## config.mk

```make
export PLATFORM = sky130hd
export DESIGN_NAME = config_packet_parser
export DESIGN_NICKNAME = d
export VERILOG_FILES = /design/src/cfg_parser_pkg.sv /design/src/entry_buffer.sv /design/src/config_packet_parser.sv
export SDC_FILE = /design/constraint.sdc
export NUM_CORES = 1
export LEC_CHECK = 0
export BUFFER_PORTS_ARGS = -buffer_cell sky130_fd_sc_hd__buf_2
export CORE_UTILIZATION = 50
export CTS_BUF_LIST = sky130_fd_sc_hd__clkbuf_4
export CTS_CLUSTER_DIAMETER = 150
export DETAILED_ROUTE_END_ITERATION = 10
export GPL_TIMING_DRIVEN = 0
export PLACE_DENSITY = 0.78
export SYNTH_ARGS = -nofsm -noshare
export SYNTH_HDL_FRONTEND = slang
export SYNTH_SLANG_ARGS = --single-unit
```

## constraint.sdc

```tcl
create_clock -name clk_in -period 5.6 [get_ports clk_in]
set_clock_uncertainty 0.15 [all_clocks]
set_input_delay 0.56 -clock clk_in [delete_from_list [all_inputs] [get_ports clk_in]]
set_output_delay 0.56 -clock clk_in [all_outputs]
set_load 0.005 [all_outputs]
```

## src/cfg_parser_pkg.sv

```systemverilog
// constants and types for the configuration packet parser
// assumes a 100 MHz clock, an Avalon-MM host and a 16-bit word source
//
// Notes on behaviour
// - Configuration content arrives and is consumed as 16-bit words, and one value may span words.
// - The two-bit operation field decodes as 00 no-operation, 01 register read, 10 register write.
// - A short header has 001 in bits 15:13, operation in 12:11, address in 10:5, count in 4:0.
// - After a short header exactly its five-bit count of data words follow as payload; after a no-operation short header the parser takes no payload.
// - A long header has 010 in bits 15:13 and zeros in 4:0, and may only follow a short packet.
// - After a long header the 32-bit count comes as two words, high half first, top four bits zero.
// - A long payload holds exactly the 32-bit count of words, then header parsing resumes; after a no-operation long header the parser takes no payload.
// - Commands take effect only through register accesses, at the moment the command register is written.
// - Configuration memory is acted on in whole frames only, typically 65 words long.
// - Frames fall into category 0 core logic, 1 block memory and 2 input/output block settings.
// - Frame data is accepted only once the command register holds the write-configuration command.

package cfg_parser_pkg;

   // ==========================================================
   // header layout
   localparam int HDR_TYPE_HI = 15;
   localparam int HDR_TYPE_LO = 13;
   localparam int HDR_OP_HI = 12;
   localparam int HDR_OP_LO = 11;
   localparam int HDR_ADDR_HI = 10;
   localparam int HDR_ADDR_LO = 5;
   localparam int HDR_COUNT_HI = 4;
   localparam int HDR_COUNT_LO = 0;
   localparam int COUNT_TOP_HI = 15;
   localparam int COUNT_TOP_LO = 12;
   localparam logic [2:0] TYPE_SHORT = 3'h1;
   localparam logic [2:0] TYPE_LONG = 3'h2;
   localparam logic [1:0] OP_NOP = 2'h0;
   localparam logic [1:0] OP_READ = 2'h1;
   localparam logic [1:0] OP_WRITE = 2'h2;

   // ==========================================================
   // configuration register addresses and command codes
   localparam logic [5:0] ADDR_FAR_MAJ = 6'h01;
   localparam logic [5:0] ADDR_FRAME_DATA_IN = 6'h03;
   localparam logic [5:0] ADDR_CMD = 6'h05;
   localparam logic [5:0] ADDR_ID_CHECK = 6'h0E;
   localparam int CMD_HI = 4;
   localparam logic [4:0] CMD_NULL = 5'h00;
   localparam logic [4:0] WRITE_CONFIG_COMMAND = 5'h01;
   localparam int FAR_BLK_HI = 15;
   localparam int FAR_BLK_LO = 12;
   localparam logic [15:0] FRAME_LEN_RESET = 16'h0041;
   localparam logic [31:0] DEVICE_ID_DEFAULT = 32'h0000A5A5; // arbitrary value

   // ==========================================================
   // host register map, byte offsets
   localparam logic [4:0] OFS_CONTROL = 5'h00;
   localparam logic [4:0] OFS_STATUS = 5'h04;
   localparam logic [4:0] OFS_FRAMES = 5'h08;
   localparam logic [4:0] OFS_FRAME_LEN = 5'h0C;
   localparam logic [4:0] OFS_REMAIN = 5'h10;
   localparam logic [4:0] OFS_DEVICE_ID = 5'h14;
   localparam int CTRL_ENABLE_BIT = 0;
   localparam int CTRL_RESYNC_BIT = 1;
   localparam int CTRL_CLEAR_BIT = 2;
   localparam logic CTRL_ENABLE_RESET = 1'b1;
   localparam int ERR_ORPHAN_LONG = 0;
   localparam int ERR_BAD_TYPE = 1;
   localparam int ERR_PARTIAL_FRAME = 2;
   localparam int ERR_FRAME_DATA_IN_REG_DROP = 3;
   localparam int ERR_COUNT_TOP = 4;
   localparam int ERR_W = 5;

   // ==========================================================
   // output buffer shape
   localparam int ENTRY_W = 24;
   localparam int BUF_DEPTH = 2;

   // ==========================================================
   // types
   typedef enum logic [1:0] {st_header, st_count_hi, st_count_lo, st_payload} parse_state_t;
   typedef enum logic [1:0] {
      logic_tile_frames,
      block_memory_frames,
      io_block_frames,
      unknown_frames
   } frame_cat_t;

   // block field of the frame address to frame category
   function automatic frame_cat_t frame_category(input logic [3:0] blk);
      frame_category = (blk == 4'h0) ? logic_tile_frames :
                       (blk == 4'h1) ? block_memory_frames :
                       (blk == 4'h2) ? io_block_frames : unknown_frames;
   endfunction

endpackage

```

## src/entry_buffer.sv

```systemverilog
// small first-in first-out buffer with valid and ready on both sides
// assumes one clock and an active-low asynchronous reset

module entry_buffer #(
   parameter int WIDTH = 24,
   parameter int DEPTH = 2
) (
   // clock and reset
   input wire logic clk_in,
   input wire logic resetn_in,
   // fill side
   input wire logic in_valid_in,
   input wire logic [WIDTH-1:0] in_data_in,
   output logic in_ready_out,
   // drain side
   output logic out_valid_out,
   output logic [WIDTH-1:0] out_data_out,
   input wire logic out_ready_in
);

   localparam int PTR_W = (DEPTH > 1) ? $clog2(DEPTH) : 1;
   localparam int CNT_W = $clog2(DEPTH + 1);
   localparam logic [CNT_W-1:0] FULL = CNT_W'(DEPTH);
   localparam logic [PTR_W-1:0] LAST = PTR_W'(DEPTH - 1);

   logic [WIDTH-1:0] mem [DEPTH];
   logic [PTR_W-1:0] wr_ptr;
   logic [PTR_W-1:0] rd_ptr;
   logic [CNT_W-1:0] count;

   // ==========================================================
   // handshake decode
   wire logic push = in_valid_in && in_ready_out;
   wire logic pop = out_valid_out && out_ready_in;
   wire logic [PTR_W-1:0] next_wr_ptr = (wr_ptr == LAST) ? '0 : wr_ptr + 1'b1;
   wire logic [PTR_W-1:0] next_rd_ptr = (rd_ptr == LAST) ? '0 : rd_ptr + 1'b1;

   assign in_ready_out = (count != FULL);
   assign out_valid_out = (count != '0);
   assign out_data_out = mem[rd_ptr];

   // storage, data only so no reset
   always_ff @(posedge clk_in) begin
      if (push) begin
         mem[wr_ptr] <= in_data_in;
      end
   end

   // pointers and fill level
   always_ff @(posedge clk_in or negedge resetn_in) begin
      if (!resetn_in) begin
         wr_ptr <= '0;
         rd_ptr <= '0;
         count <= '0;
      end else begin
         if (push) wr_ptr <= next_wr_ptr;
         if (pop) rd_ptr <= next_rd_ptr;
         if (push && !pop) count <= count + 1'b1;
         else if (pop && !push) count <= count - 1'b1;
      end
   end

endmodule

```

## src/config_packet_parser.sv

```systemverilog
// configuration packet parser: headers, long counts, register writes, frames
// assumes a word source with valid/ready, an Avalon-MM host for status and
// a downstream register file that takes access entries with valid/ready

module config_packet_parser #(
   parameter logic [31:0] DEVICE_ID = cfg_parser_pkg::DEVICE_ID_DEFAULT // arbitrary value
) (
   // clock and reset
   input wire logic clk_in,
   input wire logic resetn_in,
   // bitstream word source
   input wire logic word_valid_in,
   input wire logic [15:0] word_in,
   output logic word_ready_out,
   // register access entries to the configuration registers
   output logic acc_valid_out,
   output logic acc_write_out,
   output logic [5:0] acc_addr_out,
   output logic [15:0] acc_data_out,
   output logic acc_frame_last_out,
   input wire logic acc_ready_in,
   // frame category of the addressed block
   output logic [1:0] frame_cat_out,
   // avalon-mm slave
   input wire logic [4:0] avs_address_in,
   input wire logic avs_read_in,
   input wire logic avs_write_in,
   input wire logic [31:0] avs_writedata_in,
   input wire logic [3:0] avs_byteenable_in,
   output logic [31:0] avs_readdata_out,
   output logic avs_waitrequest_out
);

   cfg_parser_pkg::parse_state_t state;
   cfg_parser_pkg::parse_state_t next_state;
   logic [31:0] remain;
   logic [31:0] next_remain;
   logic [1:0] pkt_op;
   logic [5:0] pkt_addr;
   logic prev_short;
   logic [4:0] cmd_reg;
   logic [3:0] far_blk;
   logic id_idx;
   logic [15:0] id_hi;
   logic id_matched;
   logic [15:0] frame_word_cnt;
   logic [31:0] frames_done;
   logic [cfg_parser_pkg::ERR_W-1:0] err_flags;
   logic enable;
   logic [15:0] frame_len;
   logic resp;
   logic buf_in_ready;
   logic [cfg_parser_pkg::ENTRY_W-1:0] buf_out;

   // ==========================================================
   // header field decode
   wire logic [2:0] hdr_type = word_in[cfg_parser_pkg::HDR_TYPE_HI:cfg_parser_pkg::HDR_TYPE_LO];
   wire logic [1:0] hdr_op = word_in[cfg_parser_pkg::HDR_OP_HI:cfg_parser_pkg::HDR_OP_LO];
   wire logic [5:0] hdr_addr = word_in[cfg_parser_pkg::HDR_ADDR_HI:cfg_parser_pkg::HDR_ADDR_LO];
   wire logic [4:0] hdr_count = word_in[cfg_parser_pkg::HDR_COUNT_HI:cfg_parser_pkg::HDR_COUNT_LO];
   wire logic is_short = (hdr_type == cfg_parser_pkg::TYPE_SHORT);
   wire logic is_long = (hdr_type == cfg_parser_pkg::TYPE_LONG) && (hdr_count == 5'h00);

   // ==========================================================
   // word handshake; reads generate entries without taking words
   wire logic in_read = (state == cfg_parser_pkg::st_payload) && (pkt_op == cfg_parser_pkg::OP_READ);
   wire logic resync = avs_write_in && resp && (avs_address_in == cfg_parser_pkg::OFS_CONTROL) &&
                       avs_byteenable_in[0] && avs_writedata_in[cfg_parser_pkg::CTRL_RESYNC_BIT];
   assign word_ready_out = enable && buf_in_ready && !in_read && !resync;
   wire logic take = word_valid_in && word_ready_out;
   wire logic read_step = in_read && enable && buf_in_ready && !resync;
   wire logic hdr_take = take && (state == cfg_parser_pkg::st_header);
   wire logic pay_take = take && (state == cfg_parser_pkg::st_payload);

   // ==========================================================
   // header classes
   // operation decode
   wire logic op_live = (hdr_op == cfg_parser_pkg::OP_READ) || (hdr_op == cfg_parser_pkg::OP_WRITE);
   wire logic short_go = hdr_take && is_short && op_live && (hdr_count != 5'h00);
   wire logic orphan = hdr_take && is_long && !prev_short;
   wire logic long_go = hdr_take && is_long && prev_short;
   wire logic bad_type = hdr_take && !is_short && !is_long && (hdr_type != cfg_parser_pkg::TYPE_LONG);
   wire logic bad_long = hdr_take && (hdr_type == cfg_parser_pkg::TYPE_LONG) && !is_long;

   // ==========================================================
   // payload steering
   wire logic pay_write = pay_take && (pkt_op == cfg_parser_pkg::OP_WRITE);
   wire logic is_frame_data_in_reg = (pkt_addr == cfg_parser_pkg::ADDR_FRAME_DATA_IN);
   wire logic frame_data_in_reg_ok = (cmd_reg == cfg_parser_pkg::WRITE_CONFIG_COMMAND);
   wire logic drop_frame_data_in_reg = pay_write && is_frame_data_in_reg && !frame_data_in_reg_ok;
   wire logic frame_word = pay_write && is_frame_data_in_reg && frame_data_in_reg_ok;
   wire logic frame_end = frame_word && (frame_word_cnt == frame_len - 16'h0001);
   wire logic last_word = (pay_take || read_step) && (remain == 32'h00000001);
   wire logic partial = last_word && frame_word && !frame_end;
   wire logic push = read_step || (pay_write && !drop_frame_data_in_reg);
   wire logic [15:0] push_data = in_read ? 16'h0000 : word_in;
   wire logic [cfg_parser_pkg::ENTRY_W-1:0] entry = {!in_read, pkt_addr, push_data, frame_end};
   wire logic [31:0] count_full = {remain[31:16], word_in};
   wire logic count_top_bad = take && (state == cfg_parser_pkg::st_count_hi) &&
                (word_in[cfg_parser_pkg::COUNT_TOP_HI:cfg_parser_pkg::COUNT_TOP_LO] != 4'h0);

   // ==========================================================
   // next state of the packet walk
   always_comb begin
      next_state = state;
      next_remain = remain;
      unique case (state)
         cfg_parser_pkg::st_header: begin
            if (short_go) begin
               next_state = cfg_parser_pkg::st_payload;
               next_remain = {27'h0000000, hdr_count};
            end else if (long_go) begin
               next_state = cfg_parser_pkg::st_count_hi;
            end
         end
         cfg_parser_pkg::st_count_hi: begin
            if (take) begin
               next_state = cfg_parser_pkg::st_count_lo;
               next_remain = {word_in, 16'h0000};
            end
         end
         cfg_parser_pkg::st_count_lo: begin
            if (take) begin
               next_remain = count_full;
               next_state = (count_full == 32'h00000000 || pkt_op == cfg_parser_pkg::OP_NOP) ?
                            cfg_parser_pkg::st_header : cfg_parser_pkg::st_payload;
            end
         end
         cfg_parser_pkg::st_payload: begin
            if (take || read_step) begin
               next_remain = remain - 32'h00000001;
               if (last_word) next_state = cfg_parser_pkg::st_header;
            end
         end
      endcase
      if (resync) begin
         next_state = cfg_parser_pkg::st_header;
         next_remain = 32'h00000000;
      end
   end

   // packet state registers
   always_ff @(posedge clk_in or negedge resetn_in) begin
      if (!resetn_in) begin
         state <= cfg_parser_pkg::st_header;
         remain <= 32'h00000000;
         pkt_op <= cfg_parser_pkg::OP_NOP;
         pkt_addr <= 6'h00;
         prev_short <= 1'b0;
      end else begin
         state <= next_state;
         remain <= next_remain;
         if (hdr_take && (is_short || long_go)) begin
            pkt_op <= hdr_op;
            pkt_addr <= hdr_addr;
         end
         if (hdr_take) prev_short <= is_short;
      end
   end

   always_ff @(posedge clk_in or negedge resetn_in) begin
      if (!resetn_in) begin
         cmd_reg <= cfg_parser_pkg::CMD_NULL;
         far_blk <= 4'h0;
      end else if (pay_write) begin
         if (pkt_addr == cfg_parser_pkg::ADDR_CMD) cmd_reg <= word_in[cfg_parser_pkg::CMD_HI:0];
         if (pkt_addr == cfg_parser_pkg::ADDR_FAR_MAJ) begin
            far_blk <= word_in[cfg_parser_pkg::FAR_BLK_HI:cfg_parser_pkg::FAR_BLK_LO];
         end
      end
   end

   // identifier check, two words high half first
   always_ff @(posedge clk_in or negedge resetn_in) begin
      if (!resetn_in) begin
         id_idx <= 1'b0;
         id_hi <= 16'h0000;
         id_matched <= 1'b0;
      end else if (hdr_take) begin
         id_idx <= 1'b0;
      end else if (pay_write && pkt_addr == cfg_parser_pkg::ADDR_ID_CHECK) begin
         id_idx <= !id_idx;
         if (!id_idx) id_hi <= word_in;
         else id_matched <= ({id_hi, word_in} == DEVICE_ID);
      end
   end

   always_ff @(posedge clk_in or negedge resetn_in) begin
      if (!resetn_in) begin
         frame_word_cnt <= 16'h0000;
         frames_done <= 32'h00000000;
      end else if (frame_end || partial) begin
         frame_word_cnt <= 16'h0000;
         if (frame_end) frames_done <= frames_done + 32'h00000001;
      end else if (frame_word) begin
         frame_word_cnt <= frame_word_cnt + 16'h0001;
      end
   end

   // frame category from the block field
   assign frame_cat_out = cfg_parser_pkg::frame_category(far_blk);

   // ==========================================================
   // output buffer toward the configuration registers
   entry_buffer #(
      .WIDTH(cfg_parser_pkg::ENTRY_W),
      .DEPTH(cfg_parser_pkg::BUF_DEPTH)
   ) u_buffer (
      .clk_in(clk_in),
      .resetn_in(resetn_in),
      .in_valid_in(push),
      .in_data_in(entry),
      .in_ready_out(buf_in_ready),
      .out_valid_out(acc_valid_out),
      .out_data_out(buf_out),
      .out_ready_in(acc_ready_in)
   );

   assign acc_write_out = buf_out[23];
   assign acc_addr_out = buf_out[22:17];
   assign acc_data_out = buf_out[16:1];
   assign acc_frame_last_out = buf_out[0];

   // ==========================================================
   // avalon slave: one wait state per access
   wire logic access = avs_read_in || avs_write_in;
   wire logic do_write = avs_write_in && resp;
   wire logic wr_ctrl = do_write && (avs_address_in == cfg_parser_pkg::OFS_CONTROL);
   wire logic wr_len = do_write && (avs_address_in == cfg_parser_pkg::OFS_FRAME_LEN);
   wire logic err_clear = wr_ctrl && avs_byteenable_in[0] &&
                          avs_writedata_in[cfg_parser_pkg::CTRL_CLEAR_BIT];
   wire logic [cfg_parser_pkg::ERR_W-1:0] err_set = {count_top_bad, drop_frame_data_in_reg, partial,
                                                     bad_type || bad_long, orphan};
   wire logic [31:0] status_word = {19'h00000, err_flags, 1'b0, frame_cat_out, id_matched,
                                    frame_data_in_reg_ok, prev_short, state};
   wire logic [31:0] read_mux =
      (avs_address_in == cfg_parser_pkg::OFS_CONTROL) ? {31'h00000000, enable} :
      (avs_address_in == cfg_parser_pkg::OFS_STATUS) ? status_word :
      (avs_address_in == cfg_parser_pkg::OFS_FRAMES) ? frames_done :
      (avs_address_in == cfg_parser_pkg::OFS_FRAME_LEN) ? {16'h0000, frame_len} :
      (avs_address_in == cfg_parser_pkg::OFS_REMAIN) ? remain :
      (avs_address_in == cfg_parser_pkg::OFS_DEVICE_ID) ? DEVICE_ID : 32'h00000000;

   assign avs_waitrequest_out = access && !resp;

   // bus response and read capture
   always_ff @(posedge clk_in or negedge resetn_in) begin
      if (!resetn_in) begin
         resp <= 1'b0;
         avs_readdata_out <= 32'h00000000;
      end else begin
         resp <= access && !resp;
         if (avs_read_in && !resp) avs_readdata_out <= read_mux;
      end
   end

   // software registers; a flag set wins over its clear
   always_ff @(posedge clk_in or negedge resetn_in) begin
      if (!resetn_in) begin
         enable <= cfg_parser_pkg::CTRL_ENABLE_RESET;
         frame_len <= cfg_parser_pkg::FRAME_LEN_RESET;
         err_flags <= '0;
      end else begin
         if (wr_ctrl && avs_byteenable_in[0]) begin
            enable <= avs_writedata_in[cfg_parser_pkg::CTRL_ENABLE_BIT];
         end
         if (wr_len && avs_byteenable_in[0]) frame_len[7:0] <= avs_writedata_in[7:0];
         if (wr_len && avs_byteenable_in[1]) frame_len[15:8] <= avs_writedata_in[15:8];
         err_flags <= (err_flags & ~{cfg_parser_pkg::ERR_W{err_clear}}) | err_set;
      end
   end
endmodule

```

# After elaboration in Yosys (flattened, before gate mapping)

Memories as Yosys holds them, arrays and structs flattened.
Index checks and enable logic that the tools add are counted.

Reductions and logical operators: 90
Add/sub/neg operators: 8
Equality and inequality tests: 33
Muxes and demuxes: 35
Bitwise gates (word level): 5

Operator list:

| cell                    | number |
|---|---|
| $mux W32                | 9 |
| $pmux W32 S4            | 1 |
| $mux W16                | 5 |
| $logic_and A1 B1 Y1     | 49 |
| $add A32 B1 Y32 const B | 1 |
| $eq A32 B1 Y1 const B   | 1 |
| $eq A32 B16 Y1 const B  | 1 |
| $logic_not A32 Y1       | 1 |
| $sub A32 B1 Y32 const B | 1 |
| $mux W2                 | 12 |
| $add A16 B1 Y16 const B | 1 |
| $eq A16 B16 Y1          | 1 |
| $sub A16 B1 Y16 const B | 1 |
| $logic_not A1 Y1        | 12 |
| $ne A3 B3 Y1 const B    | 4 |
| $eq A5 B4 Y1 const B    | 2 |
| $eq A5 B5 Y1 const B    | 2 |
| $logic_not A5 Y1        | 2 |
| $logic_or A1 B1 Y1      | 9 |
| $eq A2 B2 Y1 const B    | 4 |
| $pmux W2 S4             | 1 |
| $reduce_and A4 Y1       | 2 |
| $reduce_bool A2 Y1      | 4 |
| $mux W1                 | 7 |
| other kinds (28)        | 38 |

RAM bits: 48
Bits in registers: 177
Logic and storage cells: 194
Memories: 1
Output and inout bits: 61

Memories:

| memory       | depth | bits a word | read ports | clocked after memory_dff | wr ports | line               | source |
|---|---|---|---|---|---|---|---|
| u_buffer.mem | 2     | 24          | 1          | 0                        | 1        | entry_buffer.sv:26 | `logic [WIDTH-1:0] mem [DEPTH];` |

# Longest topological paths before layout

Gate-level depths: netlist of the first run.

Depth after elaboration: 19
Mapped depth: 13

# By module

From an unflattened synthesis of the first run, not the netlist that was laid out.

Cell total of the unflattened synthesis: 1,144
Area, all modules: 11,730.0 um^2

By module, submodules not included:

| module               | cells each | times used | sequential area each (um^2) | area each (um^2) |
|---|---|---|---|---|
| config_packet_parser | 1,051      | 1          | 4,332.9                     | 9,699.3 |
| entry_buffer         | 93         | 1          | 1,541.5                     | 2,030.7 |

# Worst setup path after synthesis of the first run

OpenSTA, ideal clock, no wires.

Path kind: input port to flip-flop
Start point: input avs_address_in[0]
End point: memory u_buffer.mem[1][0], enable pin
Arrival: 2.820 ns
Buffers on the path: 0
Library setup time: 0.407 ns
Required time: 5.043 ns
Stages: 5
Slack: 2.223 ns
Path through: or4_1 o31ai_1 or4b_2 a2bb2oi_1 nor2b_1

Longest elaborated chain between the ends: 17
Elaborated cells between the ends (all ways): 18
Those cells by class: mux: 2; reduce/logical: 16

RTL lines:

| item                               | line                                                   | source |
|---|---|---|
| start: declaration                 | config_packet_parser.sv:25                             | `input wire logic [4:0] avs_address_in,` |
| $logic_not A5 Y1 *                 | config_packet_parser.sv:67                             | `wire logic resync = avs_write_in && resp && (avs_address_in == cfg_parser_pkg::OFS_CONTROL) &&` |
| $logic_and A1 B1 Y1 * (2 in a row) | config_packet_parser.sv:67                             |  |
| $logic_and A1 B1 Y1 *              | config_packet_parser.sv:68                             | `avs_byteenable_in[0] && avs_writedata_in[cfg_parser_pkg::CTRL_RESYNC_BIT];` |
| $logic_not A1 Y1 *                 | config_packet_parser.sv:69, config_packet_parser.sv:71 |  |
| $logic_and A1 B1 Y1                | config_packet_parser.sv:69                             | `assign word_ready_out = enable && buf_in_ready && !in_read && !resync;` |
| $logic_and A1 B1 Y1                | config_packet_parser.sv:70                             | `wire logic take = word_valid_in && word_ready_out;` |
| $logic_and A1 B1 Y1                | config_packet_parser.sv:73                             | `wire logic pay_take = take && (state == cfg_parser_pkg::st_payload);` |
| $logic_and A1 B1 Y1                | config_packet_parser.sv:87                             | `wire logic pay_write = pay_take && (pkt_op == cfg_parser_pkg::OP_WRITE);` |
| $logic_and A1 B1 Y1 (2 in a row)   | config_packet_parser.sv:90                             | `wire logic drop_frame_data_in_reg = pay_write && is_frame_data_in_reg && !frame_data_in_reg_ok;` |
| $logic_not A1 Y1                   | config_packet_parser.sv:95                             | `wire logic push = read_step \|\| (pay_write && !drop_frame_data_in_reg);` |
| $logic_and A1 B1 Y1                | config_packet_parser.sv:95                             |  |
| $logic_or A1 B1 Y1 *               | config_packet_parser.sv:95                             |  |
| $logic_and A1 B1 Y1 *              | entry_buffer.sv:33                                     | `wire logic push = in_valid_in && in_ready_out;` |
| $mux W1 *                          | entry_buffer.sv:44                                     | `if (push) begin` |
| $mux W1 (implied by the code) *    | entry_buffer.sv:45                                     | `mem[wr_ptr] <= in_data_in;` |
| end: declaration                   | entry_buffer.sv:26                                     |  |

Every way passes the cells marked *; elsewhere a longest branch is shown, timed or not.

# Final worst setup path of the first run

Start point: register frame_len[0]
End point: register frames_done[7]

Longest elaborated chain between the ends: 7

RTL lines:

| item                                 | line                        | source |
|---|---|---|
| start: declaration                   | config_packet_parser.sv:50  | `logic [15:0] frame_len;` |
| start signal: assignment             | config_packet_parser.sv:261 | `frame_len <= cfg_parser_pkg::FRAME_LEN_RESET;` |
| start signal: assignment             | config_packet_parser.sv:267 | `if (wr_len && avs_byteenable_in[0]) frame_len[7:0] <= avs_writedata_in[7:0];` |
| $sub A16 B1 Y16 *                    | config_packet_parser.sv:92  | `wire logic frame_end = frame_word && (frame_word_cnt == frame_len - 16'h0001);` |
| $eq A16 B16 Y1 *                     | config_packet_parser.sv:92  |  |
| $logic_and A1 B1 Y1 *                | config_packet_parser.sv:92  |  |
| $logic_not A1 Y1                     | config_packet_parser.sv:94  | `wire logic partial = last_word && frame_word && !frame_end;` |
| $logic_and A1 B1 Y1                  | config_packet_parser.sv:94  |  |
| $logic_or A1 B1 Y1                   | config_packet_parser.sv:192 | `end else if (frame_end \|\| partial) begin` |
| $reduce_and A2 Y1 (no source line) * | --                          |  |
| end signal: assignment               | config_packet_parser.sv:194 | `if (frame_end) frames_done <= frames_done + 32'h00000001;` |
| end: declaration                     | config_packet_parser.sv:47  | `logic [31:0] frames_done;` |

Marked as above.
A chain may end at the register's enable or synchronous reset.

==> results of run 1 <==
[Yosys cell counts (8+ instances only)]
master,instances
o31ai_1,8
nor2_1,94
nand4_1,16
a21oi_1,35
nor4_1,18
xnor2_1,30
xor2_1,41
o21ai_0,92
nor2b_1,16
and3_1,26
clkbuf_1,47
edfxtp_1,48
and2_1,8
nor3_1,47
mux2_2,74
inv_1,35
a211oi_1,10
dfrtp_1,174
a31oi_1,9
nand3_1,33
nand2b_1,9
nor4_2,10
a22oi_1,33
nand2_1,100
[routing by layer]
layer / share of wire [%] / vias to the layer above / track usage [%] / routed length, um
met5: 0 / - / 0 / 0
met4: 3.6 / 0 / 11.2 / 1160
met3: 7.4 / 108 / 6.04 / 2390
met2: 46 / 418 / 43.2 / 15000
met1: 43 / 4867 / 37.5 / 13800
li1: - / 4588 / - / -
[per-stage QoR]
stage	std cells	hold slack [ns]	power, mW	setup WS, ns
CTS	1686	0.00274	4.53	1.57
global route	1688	0.0350	4.77	1.23
detailed placement	1561	0.310	3.09	1.47
global placement	1558	0.306	3.07	0.962
floorplan	1142	0.114	2.71	2.22
finish	1688	0.0505	4.53	1.55
[worst max path at each step]
stage                               endpoint              start  slack, ns
after CTS                     frames_done[7]       frame_len[0]       1.57
after global placement              id_hi[3]          resetn_in       0.96
final                         frames_done[7]       frame_len[0]       1.55
after floorplan           u_buffer.mem[1][0]  avs_address_in[0]       2.22
after global routing         frames_done[15]       frame_len[0]       1.23
after detailed placement           id_hi[12]  avs_address_in[0]       1.47
[cell families (layout without fill, tap and decap cells)]
group / after synthesis / count (layout) / share of synthesized area [%]
adder cells (fa/ha/maj): 6 / 6 / 0.642
AND/OR/NAND/NOR: 424 / 424 / 19.4
AO/OA/AOI/OAI: 246 / 246 / 13.8
XOR/XNOR: 71 / 71 / 5.32
buffers and inverters: 95 / 327 / 3.41
other: 0 / 1 / 0
flip-flops: 225 / 225 / 50.3
multiplexers: 75 / 75 / 7.22
[report_power, final]
part | total [mW] | switching (mW) | leakage, nW | internal [mW]
Clock | 1.42 | 0.688 | 0.450 | 0.733
Combinational | 1.10 | 0.664 | 2.76 | 0.432
Sequential | 2.01 | 0.192 | 2.80 | 1.82
[final cells by class]
| class | count | area (um^2) |
|---|---|---|
| flip-flops and latches | 225 | 5870 |
| plain buffers | 60 | 267 |
| clock inverters | 16 | 77.6 |
| diodes | 1 | 2.50 |
| multi-input cells | 822 | 5420 |
| repair buffers | 126 | 803 |
| clock buffers | 90 | 676 |
| inverters | 35 | 131 |
| well taps | 313 | 392 |
| fillers | 1903 | 9130 |
[worst min-delay path, stage by stage]
cell	delay, ns
buf_2	0.13
nor2_1	0.11
nor2_1	0.06
==> impl_results.md, run 1 <==
* Reg2Reg Depth at 13
* Crit end category: flop
* CTS Buffer Depth at 3
* Worst hold path endpoint: resp
* Post-Syn Instances at 1142
* RR Endpoint: frames_done[7]
* Worst reg2reg setup slack at 1.55 ns
* Postcts setup bufs at 0
* Count of flip-flops with a built-in enable after synthesis at 48
* Crit path depth at 13
* Post-synth top area cell: dfrtp_1
* HPWL Detailed at 22900 um
* GPL Wtd Cong at 0.939
* Via/cell ratio at 5.91
* Hold path depth at 3
* Most common cell after layout, fill and taps aside: dfrtp_1
* Critical path type: flop to flop
* Starting DRT DRC Count at 870
* Max reg flops at 48
* DR pass1 iterations at 6
* Fmax at 247 MHz
* Max Cap Viol at 0
* Crit-path leading delay family: simple AND/OR/NAND/NOR gates
* Num CTS Buffers at 58
* Synth area leaders: dfrtp_1 37%, edfxtp_1 12%, mux2_2 7.1%, o21ai_0 3.9%, nand2_1 3.2%
* Post-synthesis async set-or-reset flop share at 78.7%
* Die Span X at 155 um
* Synth unique cells at 81
* Setup TNS Final at 0 ns
* Pleak at 6.01 nW
* Worst IR drop on VDD at 166 uV
* Sink Count at 225
* HP Class: input pin to flop
* Most flop-heavy register: u_buffer.mem
* Root Driver: clkbuf_4
* H-tree levels at 2
* Nets at 1397
* Cts repair resizes at 0
* Critical path data required time at 6.07 ns
* Final Hold Vio Count at 0
* DP Area at 12700 um^2
* Via count at 9981
* Hold Buf Count CTS at 19
* Min Tclk post-route at 4.05 ns
* Final-report setup violation count at 0
* Gr usage total at 27.6%
* Synth Net Count at 1211
* Yosys reg bits at 225
* Initial antenna violation count at 1
* Util after Layout at 59.9%
* Total Routed Length at 32300 um
* WP data arrival at 4.53 ns
* WP buf/inv at 4
* Most frequent cells in the layout: 174 x dfrtp_1, 106 x buf_2, 100 x nand2_1
* Slew Viols, Final at 0
* Predominant post-synthesis flop cell: dfrtp_1
* Largest net degree at the start of global routing at 101
* CP Max Fanout at 10
* Area Growth Syn to Fin at 16.8%
* Core footprint at 22800 um^2
* Critical Path Source Type: flop
* Initial Utilization at 51.3%
* First-pass GRT wire length at 51800 um
* Critical path's slowest cell: or4b_1
* Chip height at 155 um
* Vias in the first global route at 9661
* Site Rows at 55
* DR WL/cell at 19.1 um
* Ys Warns at 0
* Pwr per Cell Area at 332 nW/um^2
* Register area share after synthesis at 50.3%
* Final Cycle Share at 72.4%
* Antenna-violating nets left at 0
* Status: finished clean
* Largest stage delay, worst path at 0.46 ns
* Final instance area at 13600 um^2
* Worst slew pin tran at 1.21 ns
* Hold_sp: avs_write_in
* Share of the synthesized area in the top cell type at 37.3%
* Skew-Pair Late Insertion Delay at 0.72 ns
* Critical-path cell list: clkbuf_1 -> inv_1 -> ha_1 -> or4b_1 -> clkbuf_1 -> o41ai_1 -> xor2_1 -> a32o_1 -> and4_1 -> nand4b_2 -> buf_2 -> nor3_1 -> xor2_1
* PortBufs at 103
* Slew HR at 18.9%
* Unrepaired setup endpoints after global routing: no
* Clock slew at reported path FFs at 0.06 ns
* Fraction of layout cells with a size suffix above 1 at 23.5%
* Die ar. at 24000 um^2
* Reg-to-reg startpoint: frame_len[0]
* Mean post-synth cell area at 10.2 um^2
* Grt ovf at 0
* Num ports at 124
* CTS tree: yes
* Mapped cell area at 11700 um^2
* Drt drc at 0
Power figures use the tool's default switching activity.
==> run 2, diff against run 1 <==
Settings changed: ABC_AREA set to 1, PLACE_DENSITY 0.78 to 0.77.
Clock period 5.6 ns to 4 ns, I/O delays scaled along.
==> run 2 against run 1 <==
  * Non-clock buffer count increased by 14
  * Clock-buffer cell count fell by 3
  * Fmax grew 33%
  * Critical path depth is 5 lower
  * Critical path type unchanged
  * Largest power group unchanged
==> impl_results.md, run 2 <==
* Die ar. at 26700 um^2 (+11%)
* Most flop-heavy register: u_buffer.mem
* Grt ovf at 0 (unchanged)
* Crit-path leading delay family: simple AND/OR/NAND/NOR gates
* Critical path type: flop to flop
* Post-Syn Instances at 1724 (+51%)
* Critical path data required time at 4.20 ns (-1.87 ns)
* Met2 usage at 52.2% (+9.0 points)
* Synth area leaders: dfrtp_1 33%, nand2_1 17%, edfxtp_1 11%, nor2_1 5.0%, inv_1 4.9%
* Fraction of layout cells with a size suffix above 1 at 14.2% (-9.3 points)
* H-tree levels at 2 (unchanged)
* Critical Path Source Type: flop
* WP buf/inv at 1 (-3)
* Area Growth Syn to Fin at 16.7%
* Crit end category: flop
* Nets at 1999 (+43%)
* Starting DRT DRC Count at 1342 (+54%)
* Slew Viols, Final at 0 (unchanged)
* Core footprint at 25300 um^2 (+11%)
* Slew HR at 33.5% (+15 points)
* Multi-input logic area at 6170 um^2 (+14%)
* Most common cell after layout, fill and taps aside: nand2_1
* WP data arrival at 3.23 ns (-1.30 ns)
* Unrepaired setup endpoints after global routing: no
* HPWL Detailed at 31800 um (+39%)
* Root Driver: clkbuf_4
* Site Rows at 58 (+5.5%)
* Share of the synthesized area in the top cell type at 33.4% (-3.8 points)
* DP Area at 14000 um^2 (+10%)
* Worst slew pin tran at 0.994 ns (-0.211 ns)
* Critical-path cell list: o21ai_0 -> nor2_4 -> nand4_1 -> nor3_2 -> o21ai_0 -> nand2_1 -> nand2_1 -> inv_1
* Num ports at 124 (unchanged)
* Filler cells at 2352 (+24%)
* Mean post-synth cell area at 7.55 um^2 (-26%)
* Via/cell ratio at 5.61 (-5.2%)
* CTS tree: yes
* CTS Buffer Depth at 3 (unchanged)
* Critical path's slowest cell: inv_1
* Gr usage total at 33.2% (+5.6 points)
* Initial Utilization at 51.4% (+0.10 points)
* Postcts setup bufs at 0 (unchanged)
* Post-synthesis async set-or-reset flop share at 78.7% (unchanged)
* Setup WS post-layout at 0.964 ns (-0.585 ns)
* Drt drc at 0 (unchanged)
* Die Span X at 163 um (+5.5%)
* GPL Wtd Cong at 0.983 (+4.7%)
* Status: finished clean
* Largest stage delay, worst path at 0.68 ns (+0.22 ns)
* Predominant post-synthesis flop cell: dfrtp_1
* Initial antenna violation count at 3 (+2)
* Cts repair resizes at 0 (unchanged)
* Ys Warns at 0 (unchanged)
* Final-report setup violation count at 0 (unchanged)
* Sink Count at 225 (unchanged)
* Global routing usage on met3 at 6.50% (+0.46 points)
* Mapped cell area at 13000 um^2 (+11%)
* Max reg flops at 48 (unchanged)
* Post-synth top area cell: dfrtp_1
* Worst IR drop on VDD at 314 uV (+89%)
* Pleak at 7.40 nW (+23%)
* Via count at 12967 (+30%)
* Final Hold Vio Count at 0 (unchanged)
* Skew-Pair Late Insertion Delay at 0.79 ns (+0.07 ns)
* Hold Buf Count CTS at 37 (+18)
* Top Usage Layer GRT: met2
* Num CTS Buffers at 60 (+3.4%)
* CP Max Fanout at 24 (+14)
* Fmax at 329 MHz (+33%)
* Synth top cells by count: 575 x nand2_1, 175 x nor2_1, 174 x dfrtp_1, 170 x inv_1, 102 x o21ai_0
* DP Worst Slack at 0.824 ns (-0.644 ns)
* Chip height at 163 um (+5.5%)
* Final hold slack at 0.0327 ns (-0.0178 ns)
* Synth unique cells at 52 (-36%)
* Min Tclk post-route at 3.04 ns (-1.02 ns)
* Pwr per Cell Area at 412 nW/um^2 (+24%)
* Yosys reg bits at 225 (unchanged)
* Vias in the first global route at 12111 (+25%)
* Register area share after synthesis at 45.1% (-5.2 points)
* Final Cycle Share at 75.9% (+3.6 points)
* DR pass1 iterations at 7 (+1)
* Final instance area at 15200 um^2 (+11%)
* First-pass GRT wire length at 67400 um (+30%)
* Most frequent cells in the layout: 575 x nand2_1, 174 x nor2_1, 174 x dfrtp_1
* Count of flip-flops with a built-in enable after synthesis at 48 (unchanged)
* Clock slew at reported path FFs at 0.08 ns (+0.02 ns)
* Count leader, synth: nand2_1
* Sequential cell area at 5870 um^2 (unchanged)
* Placed insts at 2161 (+38%)
* DR WL/cell at 18.6 um (-3.1%)
* HP Class: input pin to async pin
* Max Cap Viol at 0 (unchanged)
* Largest net degree at the start of global routing at 124 (+23%)
* Total Routed Length at 42900 um (+33%)
* PortBufs at 105 (+1.9%)
* Finished Layout Cells at 2313 (+37%)
* Global-route met1 utilization at 44.4% (+6.9 points)
* Antenna-violating nets left at 0 (unchanged)
* Synth Net Count at 1793 (+48%)
==> run 2: final timing paths <==
path | cells past startpoint | slack (ns) | to | from
setup reg to reg | 8 | 0.96 | u_buffer.mem[0][22] | enable
max in group asynchronous | 3 | 2.66 | frame_len[3] | resetn_in
setup / recovery | 8 | 0.96 | u_buffer.mem[0][22] | enable
hold reg to reg | 2 | 0.33 | avs_readdata_out[16] | avs_readdata_out[16]
min in group clk_in | 8 | 0.06 | avs_readdata_out[0] | avs_address_in[0]
hold / removal | 2 | 0.03 | avs_readdata_out[15] | resetn_in
==> run 2: cell type report <==
class                           instances  share of cell area [%]
Clock buffer                           87                    4.30
Multi-Input combinational cell       1265                    40.6
Sequential cell                       225                    38.7
Antenna cell                            1                  0.0165
Timing Repair Buffer                  144                    6.24
Inverter                              178                    4.40
Buffer                                 56                    2.06
Tap cell                              330                    2.72
Clock inverter                         27                   0.989
==> run 2: logic make-up after synthesis <==
group	share of synthesized area, %
compound gates	8.77
xor+xnor	4.43
fa+ha+maj	0.577
buf+inv	7.53
flops	45.1
mux	0.692
simple gates	32.9
==> run 2: report_power, final <==
group          internal, mW  total (mW)  switching [mW]
logic                 0.496        1.43           0.934
clock network          1.08        2.16            1.08
registers              2.48        2.67           0.187
total                  4.06        6.26            2.20
==> run 2: per-stage QoR <==
step	utilization [%]	setup TNS [ns]	power (mW)
finish	60.0	0	6.26
global placement	55.1	-84.43	4.06
floorplan	-	0	3.55
detailed placement	55.3	0	4.09
CTS	60.0	0	6.27
global route	60.0	0	6.61
==> run 2: metal layers <==
layer | vias to the layer above | routed length [um]
li1 | 6087 | -
met1 | 6085 | 18000
met2 | 661 | 19100
met3 | 134 | 4010
met4 | 0 | 1870
met5 | - | 0
==> run 3, diff against run 2 <==
Clock period 4 ns to 2.95 ns, I/O delays scaled along.
==> run 3 against run 2 <==
  * Total power grew 32%
  * Fmax grew 7.8%
  * Die area is the same
  * Clock-buffer cell count shrank 6
  * Largest power group unchanged
  * Highest routed layer unchanged
==> impl_results.md, run 3 (synthesis gave the netlist of run 2 again) <==
* Status: finished clean
* Drt drc at 0 (unchanged)
* CP Max Fanout at 12 (-50%)
* Min Tclk post-route at 2.82 ns (-0.220 ns)
* Max reg flops at 48 (unchanged)
* Slew Viols, Final at 0 (unchanged)
* DR pass1 iterations at 5 (-2)
* Clock slew at reported path FFs at 0.07 ns (about the same)
* Final Hold Vio Count at 0 (unchanged)
* Pwr per Cell Area at 545 nW/um^2 (+32%)
* Nets at 1999 (unchanged)
* Chip height at 163 um (unchanged)
* DP Area at 14000 um^2 (-0.11%)
* Area Growth Syn to Fin at 16.4%
* Clock Power Share at 32.5% (-2.0 points)
* Root Driver: clkbuf_4
* Largest net degree at the start of global routing at 91 (-27%)
* HPWL Detailed at 31900 um (+0.24%)
* CTS tree: yes
* Initial Utilization at 51.4% (unchanged)
* Via/cell ratio at 5.58 (-0.39%)
* Int Pwr at 5.40 mW (+33%)
* Most frequent cells in the layout: 575 x nand2_1, 174 x nor2_1, 174 x dfrtp_1
* Max Cap Viol at 0 (unchanged)
* Die Span X at 163 um (unchanged)
* Starting DRT DRC Count at 1236 (-7.9%)
* DR WL/cell at 18.4 um (-0.94%)
* Final instance area at 15200 um^2 (-0.21%)
* Via count at 12889 (-0.60%)
* H-tree levels at 2 (unchanged)
* Slew HR at 35.6% (+2.1 points)
* Worst slew pin tran at 0.963 ns (-0.0313 ns)
* Critical Path Source Type: flop
* Comb power frac at 23.7% (+0.9 points)
* Die ar. at 26700 um^2 (unchanged)
* Grt ovf at 0 (unchanged)
* GPL Wtd Cong at 1.00 (+1.9%)
* NetSw at 2.86 mW (+30%)
* Most common cell after layout, fill and taps aside: nand2_1
* Pleak at 7.34 nW (-0.71%)
* Worst reg2reg setup slack at 0.13 ns (-0.83 ns)
* Worst IR drop on VDD at 348 uV (+11%)
* Finished Layout Cells at 2308 (-0.22%)
* Initial antenna violation count at 1 (-2)
* Switching Fraction at 34.7% (-0.47 points)
* Placed insts at 2160 (-0.046%)
* HP Class: input pin to async pin
* Fmax at 355 MHz (+7.8%)
* Critical path type: flop to flop
* Total Routed Length at 42400 um (-1.2%)
* Vias in the first global route at 12185 (+0.61%)
* Num ports at 124 (unchanged)
* Skew-Pair Late Insertion Delay at 0.71 ns (-0.08 ns)
* Most flop-heavy register: u_buffer.mem
* Critical path data required time at 3.17 ns (-1.03 ns)
* First-pass GRT wire length at 66300 um (-1.7%)
* Crit end category: flop
* Util after Layout at 59.8% (-0.12 points)
* CTS Buffer Depth at 3 (unchanged)
* Site Rows at 58 (unchanged)
* Sink Count at 225 (unchanged)
* Reg power frac at 43.8% (+1.2 points)
* PortBufs at 105 (unchanged)
* Core footprint at 25300 um^2 (unchanged)
* Antenna-violating nets left at 0 (unchanged)
* Final Cycle Share at 95.4% (+20 points)
* WP data arrival at 3.03 ns (-0.20 ns)
* Final-report setup violation count at 0 (unchanged)
* Num CTS Buffers at 57 (-5.0%)
* Total power at 8.26 mW (+32%)
* Fraction of layout cells with a size suffix above 1 at 13.9% (-0.32 points)
* Gr usage total at 32.6% (-0.68 points)
-- run 3: worst paths after layout --
kind,startpoint,endpoint,cells past startpoint
setup / recovery,state[1],u_buffer.mem[0][1],11
hold / removal,resetn_in,id_hi[8],2
setup reg to reg,state[1],u_buffer.mem[0][1],11
hold reg to reg,avs_readdata_out[16],avs_readdata_out[16],2
max in group asynchronous,resetn_in,enable,3
min in group clk_in,avs_address_in[0],avs_readdata_out[0],8
-- run 3: metal layers --
metal  global-route usage [%]  vias to the layer above  wire, um  part of all wire (%)
met1                     44.8                     6148     18300                    43
met2                     52.5                      578     19500                    46
li1                         -                     6085         -                     -
met3                     5.31                       78      3530                   8.3
met4                     9.90                        0      1040                   2.4
met5                        0                        -         0                     0
-- run 3: power by group through the flow --
stage | Sequential, mW | Clock (mW) | Combinational, mW
after global routing | 3.64 | 2.88 | 2.22
after global placement | 3.67 | 0 | 1.86
after CTS | 3.61 | 2.73 | 1.95
after detailed placement | 3.67 | 0 | 1.90
final | 3.62 | 2.68 | 1.96
after floorplan | 3.58 | 0 | 1.24
-- run 3: final cells by class --
type / count / area (um^2)
Antenna cell: 1 / 2.50
Buffer: 56 / 313
Clock buffer: 81 / 608
Clock inverter: 25 / 131
Fill cell: 2318 / 10200
Inverter: 178 / 672
Multi-Input combinational cell: 1266 / 6180
Sequential cell: 225 / 5870
Tap cell: 330 / 413
Timing Repair Buffer: 145 / 953
Timing Repair inverter: 1 / 7.51
-- run 3: timing repair --
item                                    CTS  global route
endpoints found under the setup margin   24            38
resized for setup                         1             3
hold endpoints to repair                193             0
gates cloned                              0             2
hold buffers                             39             0
buffers inserted                          0             0
-- run 3: through the flow --
step	setup slack, ns	setup TNS (ns)	hold slack [ns]
CTS	0.00313	0	0.0127
finish	0.134	0	0.0316
detailed placement	-0.331	-11.12	0.197
global route	-0.0118	-0.0667	0.0671
global placement	-1.45	-259.68	0.311
floorplan	0.330	0	-0.151
-- run 3: worst max-delay path: stages (launching register included) --
cell	delay, ns
dfrtp_1	0.36
buf_4	0.17
nand2_8	0.12
nor2_4	0.09
nor2_4	0.16
nand3_2	0.12
nor2_1	0.12
nand3_1	0.18
o21ai_0	0.27
nand2_1	0.13
nand2_1	0.24
clkinvlp_4	0.36
